**src/hdl/tmx_pkg.sv**
```systemverilog
// Summary of operation
// Payload write starts serial send when enabled
// Select field picks test pair, pads enabled
// Codes zero to four pick internal pairs
// Codes five to nine pick internal pairs
// Code ten drives static test bits
// Codes eleven to fifteen undefined, drive zero
// Prescale bit divides reference clock by four
// Serial enable routes data, clock, enable pins
// Read-only lock bit, reset zero
// Separate bit gates lock flag onto pin
// Frame enable held, ten bits MSB first
package tmx_pkg;
    // Register word offsets; byte address is four times the index.
    localparam logic [7:0] TMX_IDX_PAYLOAD = 8'h0c;
    localparam logic [7:0] TMX_IDX_SELECT = 8'h0d;
    localparam logic [7:0] TMX_IDX_LOCK = 8'h0f;
    localparam logic [7:0] TMX_IDX_CTRL = 8'h10;
    localparam logic [7:0] TMX_IDX_IRQ_STAT = 8'h11;
    localparam logic [7:0] TMX_IDX_IRQ_EN = 8'h12;
    localparam logic [7:0] TMX_IDX_IRQ_CLR = 8'h13;
    // Widths and reset values.
    localparam int TMX_PAYLOAD_W = 10;
    localparam logic [9:0] TMX_PAYLOAD_RST = 10'h001;
    localparam logic [3:0] TMX_SEL_RST = 4'ha;
    localparam logic [3:0] TMX_SEL_STATIC = 4'ha;
    localparam logic [1:0] TMX_PRESCALE_DIV = 2'h3;
    // Select register field positions.
    localparam int TMX_F_STATIC_LO = 4;
    localparam int TMX_F_PRESCALE = 6;
    localparam int TMX_F_SER_EN = 7;
    // Control register field positions (pad enable, lock flag pin enable).
    localparam int TMX_F_PADS_EN = 0;
    localparam int TMX_F_LD_PIN_EN = 1;
    localparam logic [1:0] TMX_CTRL_RST = 2'h2;
    // Interrupt events: bit 0 frame done, bit 1 lock gained, bit 2 lock lost.
    localparam int TMX_IRQ_W = 3;

    // Internal test signals, one struct carries all candidates.
    typedef struct packed {
        logic clk_vcodiv;
        logic clk_refdiv;
        logic pfd_up;
        logic pfd_dn;
        logic ref_out;
        logic ref_div_out;
        logic seed_stb;
        logic frac_stb;
        logic intg_buf_en;
        logic clk_sd;
        logic oneshot_trig;
        logic oneshot_pulse;
        logic ring_osc;
        logic csp_add;
        logic csp_sub;
        logic sat_refdiv;
        logic sat_vcodiv;
        logic sat_rst;
    } tmx_test_sig_t;

    // Pin triple of the serial and test outputs.
    typedef struct packed {
        logic lock_or_serial_out_pin;
        logic pin1;
        logic pin0;
    } tmx_pins_t;
endpackage

```
**src/hdl/tmx_top.sv**
```systemverilog
// The Wishbone slave port was chosen for this implementation.
`timescale 1ns/1ns
// Test multiplexer, lock flag and auxiliary serial port for the external oscillator.
module tmx_top #(
    parameter int PAYLOAD_W = 10
) (
    input wire logic clk_i,
    input wire logic rst_i,
    input wire logic [31:0] wb_adr_i,
    input wire logic [31:0] wb_dat_i,
    input wire logic [3:0] wb_sel_i,
    input wire logic wb_we_i,
    input wire logic wb_cyc_i,
    input wire logic wb_stb_i,
    output logic [31:0] wb_dat_o,
    output logic wb_ack_o,
    output logic wb_err_o,
    input wire logic ref_clk_i,
    input wire logic locked_i,
    input wire tmx_pkg::tmx_test_sig_t test_sig_i,
    output logic lock_or_serial_out_pin_o,
    output logic test_out_pin0_o,
    output logic test_out_pin1_o,
    output logic irq_o
);
    import tmx_pkg::*;

    // Serial engine states.
    typedef enum logic [1:0] {
        TMX_IDLE,
        TMX_SHIFT,
        TMX_DONE
    } tmx_state_t;

    // Register state.
    logic [PAYLOAD_W-1:0] payload_r, payload_nxt;
    logic [7:0] select_r, select_nxt;
    logic [1:0] ctrl_r, ctrl_nxt;
    logic [TMX_IRQ_W-1:0] stat_r, stat_nxt;
    logic [TMX_IRQ_W-1:0] irq_en_r, irq_en_nxt;
    logic ack_r, ack_nxt;
    logic err_r, err_nxt;
    logic [31:0] rdata_r, rdata_nxt;
    // Serial engine state.
    tmx_state_t state_r, state_nxt;
    logic [PAYLOAD_W-1:0] shift_r, shift_nxt;
    logic [3:0] bit_cnt_r, bit_cnt_nxt;
    logic sclk_r, sclk_nxt;
    logic start_r, start_nxt;
    // Synchronisers and prescaler.
    logic ref_s1_r, ref_s2_r, ref_s3_r;
    logic lock_s1_r, lock_s2_r, lock_d_r;
    logic [1:0] pre_cnt_r, pre_cnt_nxt;
    logic tick;
    // Pin outputs.
    tmx_pins_t pins_r, pins_nxt;
    logic irq_r, irq_nxt;

    // Request decode; the word index drops the two byte bits.
    logic req;
    logic [7:0] idx;
    logic wr;
    assign req = wb_cyc_i & wb_stb_i & ~ack_r & ~err_r;
    assign idx = wb_adr_i[9:2];
    assign wr = req & wb_we_i;

    // Reference and lock pins come from other domains, so two flops first.
    always_ff @(posedge clk_i) begin
        if (rst_i) begin
            ref_s1_r <= 1'b0;
            ref_s2_r <= 1'b0;
            ref_s3_r <= 1'b0;
            lock_s1_r <= 1'b0;
            lock_s2_r <= 1'b0;
            lock_d_r <= 1'b0;
        end else begin
            ref_s1_r <= ref_clk_i;
            ref_s2_r <= ref_s1_r;
            ref_s3_r <= ref_s2_r;
            lock_s1_r <= locked_i;
            lock_s2_r <= lock_s1_r;
            lock_d_r <= lock_s2_r;
        end
    end

    // A rising reference edge counts; the prescaler passes every fourth when set.
    always_comb begin
        logic ref_rise;
        ref_rise = ref_s2_r & ~ref_s3_r;
        pre_cnt_nxt = pre_cnt_r;
        tick = 1'b0;
        if (ref_rise) begin
            if (select_r[TMX_F_PRESCALE]) begin
                pre_cnt_nxt = pre_cnt_r + 2'h1;
                tick = (pre_cnt_r == TMX_PRESCALE_DIV);
            end else begin
                pre_cnt_nxt = 2'h0;
                tick = 1'b1;
            end
        end
    end

    // Register file next state, with bus handshake.
    always_comb begin
        logic hit;
        hit = 1'b1;
        payload_nxt = payload_r;
        select_nxt = select_r;
        ctrl_nxt = ctrl_r;
        irq_en_nxt = irq_en_r;
        rdata_nxt = rdata_r;
        start_nxt = 1'b0;
        unique case (idx)
            TMX_IDX_PAYLOAD: rdata_nxt = 32'(payload_r);
            TMX_IDX_SELECT: rdata_nxt = 32'(select_r);
            TMX_IDX_LOCK: rdata_nxt = 32'(lock_d_r);
            TMX_IDX_CTRL: rdata_nxt = 32'(ctrl_r);
            TMX_IDX_IRQ_STAT: rdata_nxt = 32'(stat_r);
            TMX_IDX_IRQ_EN: rdata_nxt = 32'(irq_en_r);
            TMX_IDX_IRQ_CLR: rdata_nxt = 32'h0;
            default: hit = 1'b0;
        endcase
        if (wr && hit) begin
            unique case (idx)
                TMX_IDX_PAYLOAD: begin
                    if (wb_sel_i[0]) begin
                        payload_nxt[7:0] = wb_dat_i[7:0];
                    end
                    if (wb_sel_i[1]) begin
                        payload_nxt[PAYLOAD_W-1:8] = wb_dat_i[PAYLOAD_W-1:8];
                    end
                    start_nxt = 1'b1;
                end
                TMX_IDX_SELECT: begin
                    if (wb_sel_i[0]) begin
                        select_nxt = wb_dat_i[7:0];
                    end
                end
                TMX_IDX_CTRL: begin
                    if (wb_sel_i[0]) begin
                        ctrl_nxt = wb_dat_i[1:0];
                    end
                end
                TMX_IDX_IRQ_EN: begin
                    if (wb_sel_i[0]) begin
                        irq_en_nxt = wb_dat_i[TMX_IRQ_W-1:0];
                    end
                end
                default: begin
                    // Read-only and clear registers store nothing here.
                end
            endcase
        end
        ack_nxt = req & hit;
        err_nxt = req & ~hit;
    end

    // Serial engine: one bit per two ticks, clock high in mid bit, enable over the frame.
    always_comb begin
        state_nxt = state_r;
        shift_nxt = shift_r;
        bit_cnt_nxt = bit_cnt_r;
        sclk_nxt = sclk_r;
        unique case (state_r)
            TMX_IDLE: begin
                sclk_nxt = 1'b0;
                if (start_r && select_r[TMX_F_SER_EN]) begin
                    shift_nxt = payload_r;
                    bit_cnt_nxt = 4'h0;
                    state_nxt = TMX_SHIFT;
                end
            end
            TMX_SHIFT: begin
                if (tick) begin
                    if (!sclk_r) begin
                        sclk_nxt = 1'b1;
                    end else begin
                        sclk_nxt = 1'b0;
                        shift_nxt = {shift_r[PAYLOAD_W-2:0], 1'b0};
                        bit_cnt_nxt = bit_cnt_r + 4'h1;
                        if (bit_cnt_r == 4'(PAYLOAD_W - 1)) begin
                            state_nxt = TMX_DONE;
                        end
                    end
                end
            end
            TMX_DONE: state_nxt = TMX_IDLE;
            default: state_nxt = TMX_IDLE;
        endcase
    end

    // Pin mux: serial takes priority, else test pair on pins 1 and 0 and lock flag on the third pin.
    always_comb begin
        logic [1:0] pair;
        pair = 2'b00;
        unique case (select_r[3:0])
            4'h0: pair = {test_sig_i.clk_vcodiv, test_sig_i.clk_refdiv};
            4'h1: pair = {test_sig_i.pfd_up, test_sig_i.pfd_dn};
            4'h2: pair = {test_sig_i.ref_out, test_sig_i.ref_div_out};
            4'h3: pair = {test_sig_i.seed_stb, test_sig_i.frac_stb};
            4'h4: pair = {test_sig_i.intg_buf_en, test_sig_i.clk_sd};
            4'h5: pair = {test_sig_i.oneshot_trig, test_sig_i.oneshot_pulse};
            4'h6: pair = {1'b0, test_sig_i.ring_osc};
            4'h7: pair = {test_sig_i.csp_add, test_sig_i.csp_sub};
            4'h8: pair = {test_sig_i.sat_refdiv, test_sig_i.sat_vcodiv};
            4'h9: pair = {test_sig_i.csp_add | test_sig_i.csp_sub, test_sig_i.sat_rst};
            TMX_SEL_STATIC: begin
                pair = select_r[TMX_F_STATIC_LO+1:TMX_F_STATIC_LO];
            end
            default: pair = 2'b00;
        endcase
        if (!ctrl_r[TMX_F_PADS_EN]) begin
            pair = 2'b00;
        end
        pins_nxt.lock_or_serial_out_pin = ctrl_r[TMX_F_LD_PIN_EN] & lock_d_r;
        pins_nxt.pin1 = pair[1];
        pins_nxt.pin0 = pair[0];
        if (select_r[TMX_F_SER_EN]) begin
            pins_nxt.lock_or_serial_out_pin = (state_r == TMX_SHIFT) & shift_r[PAYLOAD_W-1];
            pins_nxt.pin1 = sclk_r;
            pins_nxt.pin0 = (state_r == TMX_SHIFT);
        end
    end

    // Sticky events; set wins over a clear in the same cycle.
    always_comb begin
        logic [TMX_IRQ_W-1:0] ev;
        logic [TMX_IRQ_W-1:0] clr;
        ev = {lock_d_r & ~lock_s2_r, ~lock_d_r & lock_s2_r, state_r == TMX_DONE};
        clr = (wr && idx == TMX_IDX_IRQ_CLR && wb_sel_i[0]) ? wb_dat_i[TMX_IRQ_W-1:0]
                                                             : '0;
        stat_nxt = (stat_r & ~clr) | ev;
        irq_nxt = |(stat_nxt & irq_en_nxt);
    end

    // Registers only.
    always_ff @(posedge clk_i) begin
        if (rst_i) begin
            payload_r <= TMX_PAYLOAD_RST;
            select_r <= {4'h0, TMX_SEL_RST};
            ctrl_r <= TMX_CTRL_RST;
            stat_r <= '0;
            irq_en_r <= '0;
            ack_r <= 1'b0;
            err_r <= 1'b0;
            rdata_r <= 32'h0;
            state_r <= TMX_IDLE;
            shift_r <= '0;
            bit_cnt_r <= 4'h0;
            sclk_r <= 1'b0;
            start_r <= 1'b0;
            pre_cnt_r <= 2'h0;
            pins_r <= '0;
            irq_r <= 1'b0;
        end else begin
            payload_r <= payload_nxt;
            select_r <= select_nxt;
            ctrl_r <= ctrl_nxt;
            stat_r <= stat_nxt;
            irq_en_r <= irq_en_nxt;
            ack_r <= ack_nxt;
            err_r <= err_nxt;
            rdata_r <= rdata_nxt;
            state_r <= state_nxt;
            shift_r <= shift_nxt;
            bit_cnt_r <= bit_cnt_nxt;
            sclk_r <= sclk_nxt;
            start_r <= start_nxt;
            pre_cnt_r <= pre_cnt_nxt;
            pins_r <= pins_nxt;
            irq_r <= irq_nxt;
        end
    end

    assign wb_dat_o = rdata_r;
    assign wb_ack_o = ack_r;
    assign wb_err_o = err_r;
    assign lock_or_serial_out_pin_o = pins_r.lock_or_serial_out_pin;
    assign test_out_pin1_o = pins_r.pin1;
    assign test_out_pin0_o = pins_r.pin0;
    assign irq_o = irq_r;

    // Reference edges seen since the last tick, counted apart from the prescaler.
    // The divide-by-four check reads this count, not the prescaler's own flops.
    // Otherwise it would agree with the divider by construction.
    logic [1:0] rise_seen_r, rise_seen_nxt; // Rises not yet turned into a tick.
    always_comb begin
        rise_seen_nxt = rise_seen_r;
        if (tick) begin
            rise_seen_nxt = 2'h0;
        end else if (ref_s2_r && !ref_s3_r) begin
            rise_seen_nxt = rise_seen_r + 2'h1;
        end
    end

    // Registers the check counter only.
    always_ff @(posedge clk_i) begin
        if (rst_i) begin
            rise_seen_r <= 2'h0;
        end else begin
            rise_seen_r <= rise_seen_nxt;
        end
    end

    // Checks.
    a_write_starts_frame: assert property (@(posedge clk_i) disable iff (rst_i)
        (start_r && state_r == TMX_IDLE && select_r[TMX_F_SER_EN]) |=> state_r == TMX_SHIFT)
        else $error("payload write did not start a frame");
    a_static_bits_out: assert property (@(posedge clk_i) disable iff (rst_i)
        (select_r[3:0] == TMX_SEL_STATIC && ctrl_r[TMX_F_PADS_EN] && !select_r[TMX_F_SER_EN]
         && $stable(select_r) && $stable(ctrl_r))
        |=> {test_out_pin1_o, test_out_pin0_o} == $past(select_r[5:4]))
        else $error("static test bits not on pins");
    a_undef_code_zero: assert property (@(posedge clk_i) disable iff (rst_i)
        (select_r[3:0] > TMX_SEL_STATIC && !select_r[TMX_F_SER_EN]) |=> !test_out_pin0_o)
        else $error("undefined select drove a pin");
    a_pads_off_quiet: assert property (@(posedge clk_i) disable iff (rst_i)
        (!ctrl_r[TMX_F_PADS_EN] && !select_r[TMX_F_SER_EN]) |=> !test_out_pin1_o)
        else $error("pads disabled but pin driven");
    a_div1_tick: assert property (@(posedge clk_i) disable iff (rst_i)
        (ref_s2_r && !ref_s3_r && !select_r[TMX_F_PRESCALE]) |-> tick)
        else $error("undivided reference lost a tick");
    a_div4_skip: assert property (@(posedge clk_i) disable iff (rst_i)
        (tick && select_r[TMX_F_PRESCALE]) |-> rise_seen_r == TMX_PRESCALE_DIV)
        else $error("divide by four ticked early");
    a_serial_enable_pin: assert property (@(posedge clk_i) disable iff (rst_i)
        select_r[TMX_F_SER_EN] && $stable(select_r) |=>
        test_out_pin0_o == ($past(state_r) == TMX_SHIFT))
        else $error("serial enable not on pin 0");
    a_lock_pin_gate: assert property (@(posedge clk_i) disable iff (rst_i)
        (!select_r[TMX_F_SER_EN] && !ctrl_r[TMX_F_LD_PIN_EN] && $stable(select_r)) |=>
        !lock_or_serial_out_pin_o)
        else $error("lock flag leaked to pin");
    a_frame_length: assert property (@(posedge clk_i) disable iff (rst_i)
        (state_r == TMX_SHIFT && tick && sclk_r) |-> bit_cnt_r < 4'(PAYLOAD_W))
        else $error("frame too long");
    a_lock_read: assert property (@(posedge clk_i) disable iff (rst_i)
        (req && !wb_we_i && idx == TMX_IDX_LOCK) |=> wb_dat_o == 32'($past(lock_d_r)))
        else $error("lock bit read wrong");
    c_frame_sent: cover property (@(posedge clk_i) disable iff (rst_i) state_r == TMX_DONE);
    c_static_mode: cover property (@(posedge clk_i) disable iff (rst_i)
        select_r[3:0] == TMX_SEL_STATIC && ctrl_r[TMX_F_PADS_EN]);
    c_lock_irq: cover property (@(posedge clk_i) disable iff (rst_i) irq_o && stat_r[2]);
    c_div4_frame: cover property (@(posedge clk_i) disable iff (rst_i)
        state_r == TMX_DONE && select_r[TMX_F_PRESCALE]);
    // The interrupt line follows the enabled sticky bits with no extra delay.
    a_irq_level: assert property (@(posedge clk_i) disable iff (rst_i)
        irq_o == |(stat_r & irq_en_r))
        else $error("interrupt line disagrees with enabled status");
    // A clear in the same cycle as the event must not swallow it.
    a_sticky_set_wins: assert property (@(posedge clk_i) disable iff (rst_i)
        (state_r == TMX_DONE) |=> stat_r[0])
        else $error("frame done event lost against a clear");
endmodule // tmx_top

```
**config.mk**
```make
export PLATFORM = sky130hd
export DESIGN_NAME = tmx_top
export DESIGN_NICKNAME = d
export VERILOG_FILES = /design/src/hdl/tmx_pkg.sv /design/src/hdl/tmx_top.sv
export SDC_FILE = /design/constraint.sdc
export NUM_CORES = 1
export LEC_CHECK = 0
export BUFFER_PORTS_ARGS = -buffer_cell sky130_fd_sc_hd__buf_2
export CAP_MARGIN = 20
export CORE_MARGIN = 2
export CORE_UTILIZATION = 49
export CTS_CLUSTER_DIAMETER = 60
export DETAILED_ROUTE_END_ITERATION = 12
export GPL_ROUTABILITY_DRIVEN = 0
export MAX_ROUTING_LAYER = met4
export PLACE_DENSITY = 0.81
export SLEW_MARGIN = 20
export SYNTH_ARGS = -nofsm -noshare
export SYNTH_HDL_FRONTEND = slang
export SYNTH_SLANG_ARGS = --single-unit
export TNS_END_PERCENT = 30
```
**constraint.sdc**
```tcl
create_clock -name clk_i -period 2.44 [get_ports clk_i]
set_clock_uncertainty 0.1 [all_clocks]
set_input_delay 0.244 -clock clk_i [delete_from_list [all_inputs] [get_ports clk_i]]
set_output_delay 0.244 -clock clk_i [all_outputs]
set_load 0.005 [all_outputs]
```
==> results of run 1 <==
final cells by class:
cell class,instances,area share
multi-input cells,297,0.466
well taps,77,0.0256
inverters,7,0.00699
flip-flops and latches,68,0.362
repair buffers,66,0.0926
clock buffers,9,0.0330
clock inverters,7,0.0140
final timing paths:
path,startpoint,end
max,wb_ack_o$_SDFF_PP0_,select_r[3]$_SDFFE_PP1P_
min,ref_clk_i,ref_s1_r$_SDFF_PP0_
max reg2reg,wb_ack_o$_SDFF_PP0_,select_r[3]$_SDFFE_PP1P_
min reg2reg,ref_s1_r$_SDFF_PP0_,ref_s2_r$_SDFF_PP0_
state kept, by name (all words and copies together) (netlist names), 2 cells and up:
| register | count |
|---|---|
| ctrl_r | 2 |
| irq_en_r | 3 |
| state_r | 2 |
| pre_cnt_r | 2 |
| payload_r | 10 |
| bit_cnt_r | 4 |
| shift_r | 10 |
| select_r | 8 |
| stat_r | 3 |
| wb_dat_o | 10 |
cell families after synthesis:
family	after synthesis
buffers and inverters	50
multiplexers	22
flip-flops	68
other	1
adder cells (fa/ha/maj)	3
AND/OR/NAND/NOR	170
AO/OA/AOI/OAI	78
XOR/XNOR	2
cells in the mapped netlist (2+ instances only):
| cell | n |
|---|---|
| dfxtp_1 | 68 |
| nor2_1 | 53 |
| nand2_1 | 51 |
| buf_4 | 24 |
| a21oi_1 | 22 |
| mux2i_1 | 19 |
| a311oi_1 | 14 |
| nor3_1 | 12 |
| clkbuf_1 | 11 |
| nor2b_1 | 11 |
| o21ai_0 | 10 |
| inv_1 | 7 |
| nand2b_1 | 7 |
| nand3_1 | 7 |
| a22oi_1 | 6 |
| a31oi_1 | 5 |
| buf_2 | 5 |
| a21o_1 | 4 |
| nand4_1 | 4 |
| and3b_1 | 3 |
| buf_1 | 3 |
| ha_1 | 3 |
| mux2_2 | 3 |
| nand3b_1 | 3 |
| nor3_4 | 3 |
| nor3b_1 | 3 |
| o211ai_1 | 3 |
| a211o_1 | 2 |
| a211oi_1 | 2 |
| and4bb_2 | 2 |
| nand3_2 | 2 |
| or2_2 | 2 |
| or3_1 | 2 |
| xor2_1 | 2 |
per-layer routing:
layer,track usage,share of wire,vias up
met4,0.0739,0.014,0
met2,0.289,0.44,123
met1,0.283,0.47,1372
met5,-,0,-
met3,0.0324,0.078,11
li1,-,-,1453
what timing repair did:
item	CTS	global route
setup buffers	0	0
hold buffers	1	0
hold endpoints to repair	1	0
gates resized for setup	0	0
worst max-delay path, delay by kind of cell (launching register included):
family	cells	cell delay (ns)
AO/OA/AOI/OAI	1	0.28
flip-flops	1	0.31
AND/OR/NAND/NOR	4	1.12
power groups by stage:
stage / clock [mW] / sequential [mW] / combinational [mW]
after detailed placement: 0 / 1.15 / 0.127
final: 0.813 / 1.12 / 0.129
after global placement: 0 / 1.15 / 0.124
after CTS: 0.827 / 1.12 / 0.128
after global routing: 0.877 / 1.12 / 0.145
after floorplan: 0 / 1.15 / 0.0930
==> impl_metrics.yaml, run 1 <==
clock_tree:
  cts_max_path_buffers: 2
  cts-buffers-inserted: 9
  clk-insertion-delay-late_ns: 0.34
  htreeDepth: 3
  cts.clk_slew.worst_paths_ns: 0.08
  cts_tree: "built"
  cts-root-buf: "clkbuf_8"
  clock-sinks: 68
route:
  vias_per_cell: 5.57
  vias: 2959
  wl_mm: 7.18
  wl_per_cell_um: 13.5
  drcViolationCount: 0
  ant_nets: 0
  drtPass1Iterations: 5
  drt-initial-drc-count: 263
global_routing:
  overflow: 0
  grt_pass1_vias: 2506
  grt_max_degree: 29
  track_usage: 0.200
  grt_pass1_wl_mm: 11.6
  antenna_found_initial: 0
placed_design:
  pre_cts_ws_ns: 0.437
  dpl.hpwl_mm: 5.36
  place_area_mm2: 0.00357
  dp_cells: 514
  place.port_buffers: 60
worst_setup_path:
  required_ns: 2.57
  crit_slowest_cell: "nor3_4"
  worstPathCellList: "and4bb_2 -> nand3_2 -> nor3_4 -> nor2b_1 -> a211o_1"
  max_stage_delay_ns: 0.50
  cp-start-kind: "register"
  cp_max_fo: 10
  rrSetupSlack_ns: 0.53
  endpoint_kind: "register"
  path_class: "register to register"
  critical_path_arrival_ns: 2.04
  reg2reg_depth: 5
logic_synthesis:
  synthTopCellsByArea: "dfxtp_1 (41%), nor2_1 (6.0%), nand2_1 (5.8%)"
  syn_area_per_cell_um2: 8.42
  muxShareOfSynthArea: 0.0675
  synth_fa_ha_area_frac: 0.0113
  async_flop_share: 0
  ys_warn_count: 0
  synth-edff-count: 0
  synth_top_area_frac: 0.411
  synth_cells: 394
  yosys.area_share.simple: 0.256
  synthFlopType: "dfxtp_1"
  yosysTopAreaCell: "dfxtp_1"
  netlist_area_mm2: 0.00332
  ys_seq_area_frac: 0.411
  synth_compound_gate_area_share: 0.163
  synth.distinct_cells: 50
  synth_top_family_by_area: "simple AND/OR/NAND/NOR gates"
  synth_seq_cells: 68
  synth-xor-area-share: 0.00528
timing:
  fmax_ghz: 0.524
  timing.final.ws_setup_ns: 0.533
  whs_ns: 0.0126
  finalCritPeriodShare: 0.782
  grt_setup_unrepaired: "no"
  finalSetupViolCount: 0
  maxSlewHeadroom: 0.620
  layout_min_cycle_time_ns: 1.91
  finalHoldViolCount: 0
  slew_violations: 0
  worst_slew_pin_slew_ns: 0.565
  finalSetupTns_ns: 0
layout:
  fillers: 566
  final-seq-area_mm2: 0.00136
  nets: 545
  postLayoutCoreUtil: 0.582
  multiInputGateArea_mm2: 0.00175
  num_antenna_cells: 0
  fin_cells: 531
  drive_gt1_frac: 0.209
  final_area_mm2: 0.00376
  layout_commonest_cell: "dfxtp_1"
  final_cell_mix: "dfxtp_1 (68), buf_2 (60), nor2_1 (53), nand2_1 (51)"
  area_growth_pct: 13.3
die:
  top_level_ports: 131
  fp.coreArea_mm2: 0.00646
  die_h_um: 86.3
  initial_core_util: 0.513
  die_area_mm2: 0.00744
  rows: 29
  die_w_um: 86.3
power_and_ir_drop:
  power_switching_uw: 522
  switching_share: 0.253
  total_power_mw: 2.06
  clkPwrFrac: 0.394
  p_int_mw: 1.54
  p_leak_nw: 1.55
  power_frac_comb: 0.062
  p_seq_frac: 0.544
  cellPowerDensity_mw_per_mm2: 549
  max-vdd-ir-drop_v: 0.000253
hold_path:
  worstHoldPathType: "input pin to register"
  hold_path_depth: 2
flow_run:
  max-cap-violations: 0
status:
  status: "complete, no violations"
Note: power is estimated with default switching activity, not from simulation.
==> inputs of run 2 (changes only) <==
Clock period 2.44 ns to 1.85 ns, I/O delays scaled along.
==> run 2 against run 1 <==
  * Clock-buffer cell count increased by 3
  * Die area unchanged
  * Sequential power up 32%
  * Critical path depth is the same
  * Maximum frequency rose by 4.9%
  * Register-to-register slack lost 0.50 ns
  * Clock power grew 54%
  * Sequential cell count did not move
  * Final area rose by 6.3%
  * Routed wire length increased by 6.7%
  * Global-route usage grew 1.9 points
  * Cell count grew 4.3%
  * Largest power group unchanged
==> impl_metrics.yaml, run 2 (synthesized netlist as in run 1, its figures left out) <==
layout:
  area_growth_pct: 20.5
  layout_commonest_cell: "dfxtp_1"
  fillers: 567
  num_antenna_cells: 0
  drive_gt1_frac: 0.235
  final_cell_mix: "dfxtp_1 (67), buf_2 (60), nor2_1 (53), nand2_1 (51)"
  final_area_mm2: 0.00400
  nets: 568
global_routing:
  antenna_found_initial: 0
  grt_max_degree: 42
  track_usage: 0.219
  overflow: 0
  grt_pass1_vias: 2823
  grt_pass1_wl_mm: 12.6
die:
  rows: 29
  initial_core_util: 0.513
  fp.coreArea_mm2: 0.00646
  die_w_um: 86.3
  die_h_um: 86.3
  top_level_ports: 131
  die_area_mm2: 0.00744
power_and_ir_drop:
  max-vdd-ir-drop_v: 0.000476
  p_leak_nw: 1.68
  switching_share: 0.229
  p_seq_frac: 0.507
  power_frac_comb: 0.065
  clkPwrFrac: 0.428
  power_switching_uw: 668
  cellPowerDensity_mw_per_mm2: 731
  p_int_mw: 2.25
  total_power_mw: 2.92
route:
  vias: 3018
  drtPass1Iterations: 5
  wl_mm: 7.66
  vias_per_cell: 5.45
  dr_wl_met3_um: 527
  drt-initial-drc-count: 299
  drcViolationCount: 0
  met2_length_mm: 3.47
  ant_nets: 0
  wl_per_cell_um: 13.8
  dr.max_layer_used: "met4"
  drt-met1-wl_mm: 3.56
hold_path:
  worstHoldPathType: "input pin to register"
  min-delay-start: "wb_dat_i[5]"
timing:
  finalCritPeriodShare: 0.983
  finalHoldViolCount: 0
  layout_min_cycle_time_ns: 1.82
  fmax_ghz: 0.550
  finalSetupTns_ns: 0
  slew_violations: 0
  finalSetupViolCount: 0
  grt_setup_unrepaired: "yes"
placed_design:
  dpl.hpwl_mm: 5.63
  place.port_buffers: 60
  place_area_mm2: 0.00369
worst_setup_path:
  cp_max_fo: 6
  cp-startpoint: "wb_err_o$_SDFF_PP0_"
  required_ns: 1.98
  cp-start-kind: "register"
  endpoint_kind: "register"
  path_class: "register to register"
  timing.rr.start: "wb_err_o$_SDFF_PP0_"
  critical_path_arrival_ns: 1.95
clock_tree:
  cts_max_path_buffers: 2
  htreeDepth: 3
  cts-root-buf: "clkbuf_8"
  cts.clk_slew.worst_paths_ns: 0.07
  clock-sinks: 68
  clk-insertion-delay-late_ns: 0.35
  cts_tree: "built"
  cts-buffers-inserted: 9
status:
  status: "complete, no violations"
flow_run:
  max-cap-violations: 0
## run 2: changes by cell type in the layout (fill, tap and decap cells not counted), sizes merged
cell         previous run  this run
clkinvlp                4         1
buf                    65        81
dlygate4sd3             1         8
inv                     8         7
bufinv                  0         1
clkbuf                  9        12
## run 2: power groups by stage
stage | clock, mW | combinational, mW | sequential (mW)
after detailed placement | 0 | 0.173 | 1.52
after floorplan | 0 | 0.123 | 1.51
after global placement | 0 | 0.169 | 1.51
after global routing | 1.34 | 0.212 | 1.48
after CTS | 1.27 | 0.186 | 1.48
final | 1.25 | 0.190 | 1.48
## run 2: stage by stage
step	instances	setup slack (ns)	hold WS (ns)	utilization
2_1_floorplan	415	0.117	0.184	-
3_3_place_gp	528	0.0536	0.295	0.571
3_5_place_dp	528	0.0335	0.302	0.571
4_1_cts	552	0.0282	0.000279	0.615
5_1_grt	554	-0.0544	0.00437	0.619
6_report	554	0.0311	0.0121	0.619
## run 2: layout make-up
type / count / area (µm²) / area share
inverter: 7 / 26.3 / 0.00658
timing repair buffer: 89 / 551 / 0.138
sequential: 68 / 1360 / 0.341
multi-input combinational: 297 / 1760 / 0.440
clock buffer: 12 / 155 / 0.0388
tap: 77 / 96.3 / 0.0241
clock inverter: 4 / 47.5 / 0.0119
## run 2: critical path, stage by stage (launching register included)
cell and delay (ns):
dfxtp_2 0.32, and4bb_4 0.36, nand4_1 0.23, mux2i_1 0.28, a311oi_1 0.06, or3_1 0.36
## run 2: worst paths after layout
path | to | slack, ns | cells past startpoint
max | irq_o$_SDFF_PP0_ | 0.03 | 5
min | payload_r[5]$_SDFFE_PP0P_ | 0.01 | 3
max reg2reg | irq_o$_SDFF_PP0_ | 0.03 | 5
min reg2reg | ref_s2_r$_SDFF_PP0_ | 0.34 | 1
## run 2: what timing repair did
action                                  4_1_cts  5_1_grt
resized for setup                             0        3
hold buffers                                  8        0
hold endpoints to repair                      8        0
endpoints found under the setup margin        0        2
setup buffers                                 0        2
## run 2: metal layers
layer,up-vias,global-route usage
met5,-,-
met4,0,0.0753
met3,9,0.0581
met2,115,0.337
met1,1396,0.280
li1,1498,-
==> inputs of run 3 (changes only) <==
Settings changed: CAP_MARGIN 20 to not set, CORE_ASPECT_RATIO set to 0.6, CORE_UTILIZATION 49 to 50, CTS_BUF_LIST set to sky130_fd_sc_hd__clkbuf_8, PLACE_DENSITY 0.81 to 0.82.
==> run 3 against run 2 <==
  * The flow now finishes with violations (setup timing)
  * Via count up 4.0%
  * Total power down 1.5%
  * First-iteration DRC count down 29%
  * Hold slack better by 0.0092 ns
  * Routed wire length up 13%
  * Critical path depth unchanged
  * Sequential power about the same
  * Worst setup slack worse by 0.070 ns
==> impl_metrics.yaml, run 3 (synthesized netlist as in run 1, its figures left out) <==
power_and_ir_drop:
  switching_share: 0.222
  cellPowerDensity_mw_per_mm2: 710
  total_power_mw: 2.88
  p_leak_nw: 1.73
  max-vdd-ir-drop_v: 0.000567
  power_switching_uw: 640
  p_seq_frac: 0.515
  clkPwrFrac: 0.416
  power_frac_comb: 0.069
  p_int_mw: 2.24
worst_setup_path:
  cp_max_fo: 6
  required_ns: 1.98
  cp-startpoint: "wb_ack_o$_SDFF_PP0_"
  cp-start-kind: "register"
  path_class: "register to register"
  critical_path_arrival_ns: 2.02
  endpoint_kind: "register"
  timing.rr.start: "wb_ack_o$_SDFF_PP0_"
placed_design:
  dpl.hpwl_mm: 6.40
  place_area_mm2: 0.00375
  place.port_buffers: 60
die:
  initial_core_util: 0.531
  die_w_um: 109
  fp.coreArea_mm2: 0.00625
  top_level_ports: 131
  rows: 22
  die_area_mm2: 0.00732
  die_h_um: 67.1
timing:
  slew_violations: 0
  finalSetupTns_ns: -0.0633
  finalSetupViolCount: 2
  timing.final.ws_setup_ns: -0.0394
  fmax_ghz: 0.529
  finalHoldViolCount: 0
  whs_ns: 0.0213
  finalCritPeriodShare: 1.02
  layout_min_cycle_time_ns: 1.89
  grt_setup_unrepaired: "yes"
route:
  drt-initial-drc-count: 212
  drcViolationCount: 0
  vias_per_cell: 5.55
  vias: 3140
  wl_per_cell_um: 15.3
  drtPass1Iterations: 5
  wl_mm: 8.67
  ant_nets: 0
layout:
  multiInputGateArea_mm2: 0.00175
  fillers: 548
  area_growth_pct: 22.2
  final_area_mm2: 0.00405
  drive_gt1_frac: 0.241
  final_cell_mix: "dfxtp_1 (67), buf_2 (60), nor2_1 (53), nand2_1 (51), buf_4 (26)"
  postLayoutCoreUtil: 0.649
  num_antenna_cells: 0
  layout_commonest_cell: "dfxtp_1"
  final-seq-area_mm2: 0.00136
  nets: 575
clock_tree:
  cts-root-buf: "clkbuf_8"
  cts-buffers-inserted: 9
  htreeDepth: 3
  cts.clk_slew.worst_paths_ns: 0.07
  cts_max_path_buffers: 2
  clk-insertion-delay-late_ns: 0.35
  cts_tree: "built"
  clock-sinks: 68
flow_run:
  max-cap-violations: 0
hold_path:
  min-delay-start: "wb_dat_i[7]"
  worstHoldPathType: "input pin to register"
status:
  status: "finished, violations left"
  violations: "setup timing"
global_routing:
  track_usage: 0.260
  grt_pass1_vias: 2755
  overflow: 0
  antenna_found_initial: 0
  grt_pass1_wl_mm: 13.7
  grt_max_degree: 38
-- run 3: changes by cell type in the layout (fill, tap and decap cells not counted) --
cell | previous run | this run
clkinv_2 | 2 | 1
mux2i_1 | 18 | 19
clkbuf_1 | 1 | 0
mux2i_2 | 1 | 0
buf_4 | 20 | 26
buf_12 | 1 | 2
clkinvlp_4 | 1 | 0
inv_1 | 7 | 8
-- run 3: what timing repair did --
action / in CTS / in global routing
pin swaps: 2 / 4
resized for setup: 1 / 1
cloned: 0 / 0
setup buffers: 3 / 0
hold buffers: 8 / 0
endpoints found under the hold margin: 9 / 0
setup endpoints to repair: 1 / 4
-- run 3: worst max-delay path, cell delays in order, from the launching register on --
cell	delay [ns]
dfxtp_1	0.31
and4bb_4	0.39
nand2_1	0.12
nor3_4	0.32
a311oi_1	0.14
or3_1	0.39
-- run 3: layout make-up --
| type | instances | area share |
|---|---|---|
| multi-input cells | 297 | 0.433 |
| repair buffers | 96 | 0.152 |
| clock inverters | 3 | 0.00957 |
| well taps | 84 | 0.0259 |
| flip-flops and latches | 68 | 0.336 |
| clock buffers | 11 | 0.0374 |
| inverters | 7 | 0.00648 |
-- run 3: per-stage QoR --
step / worst slack [ns] / cells
global route: -0.0945 / 566
finish: -0.0394 / 566
detailed placement: -0.0405 / 541
floorplan: 0.117 / 415
global placement: 0.00822 / 541
CTS: -0.0277 / 566
-- run 3: path summary, 6_finish.rpt --
path	endpoint	slack (ns)	cells past startpoint
worst max-delay path	irq_o$_SDFF_PP0_	-0.04	5
worst min-delay path	payload_r[7]$_SDFFE_PP0P_	0.02	3
worst max register to register	irq_o$_SDFF_PP0_	-0.04	5
worst min register to register	lock_s2_r$_SDFF_PP0_	0.35	1
-- run 3: per-layer routing --
metal,routed length (µm),GRT usage,share of wire,up-vias
li1,-,-,-,1510
met1,4010,0.349,0.46,1467
met2,3720,0.377,0.43,151
met3,824,0.0744,0.095,12
met4,113,0.0833,0.013,0
met5,0,-,0,-
-- run 3: power groups by stage --
stage          registers, mW  clock network [mW]  logic (mW)
4_1_cts                 1.48                1.22       0.195
3_3_place_gp            1.52                   0       0.175
6_report                1.48                1.20       0.198
5_1_grt                 1.48                1.28       0.217
2_1_floorplan           1.51                   0       0.123
3_5_place_dp            1.52                   0       0.179
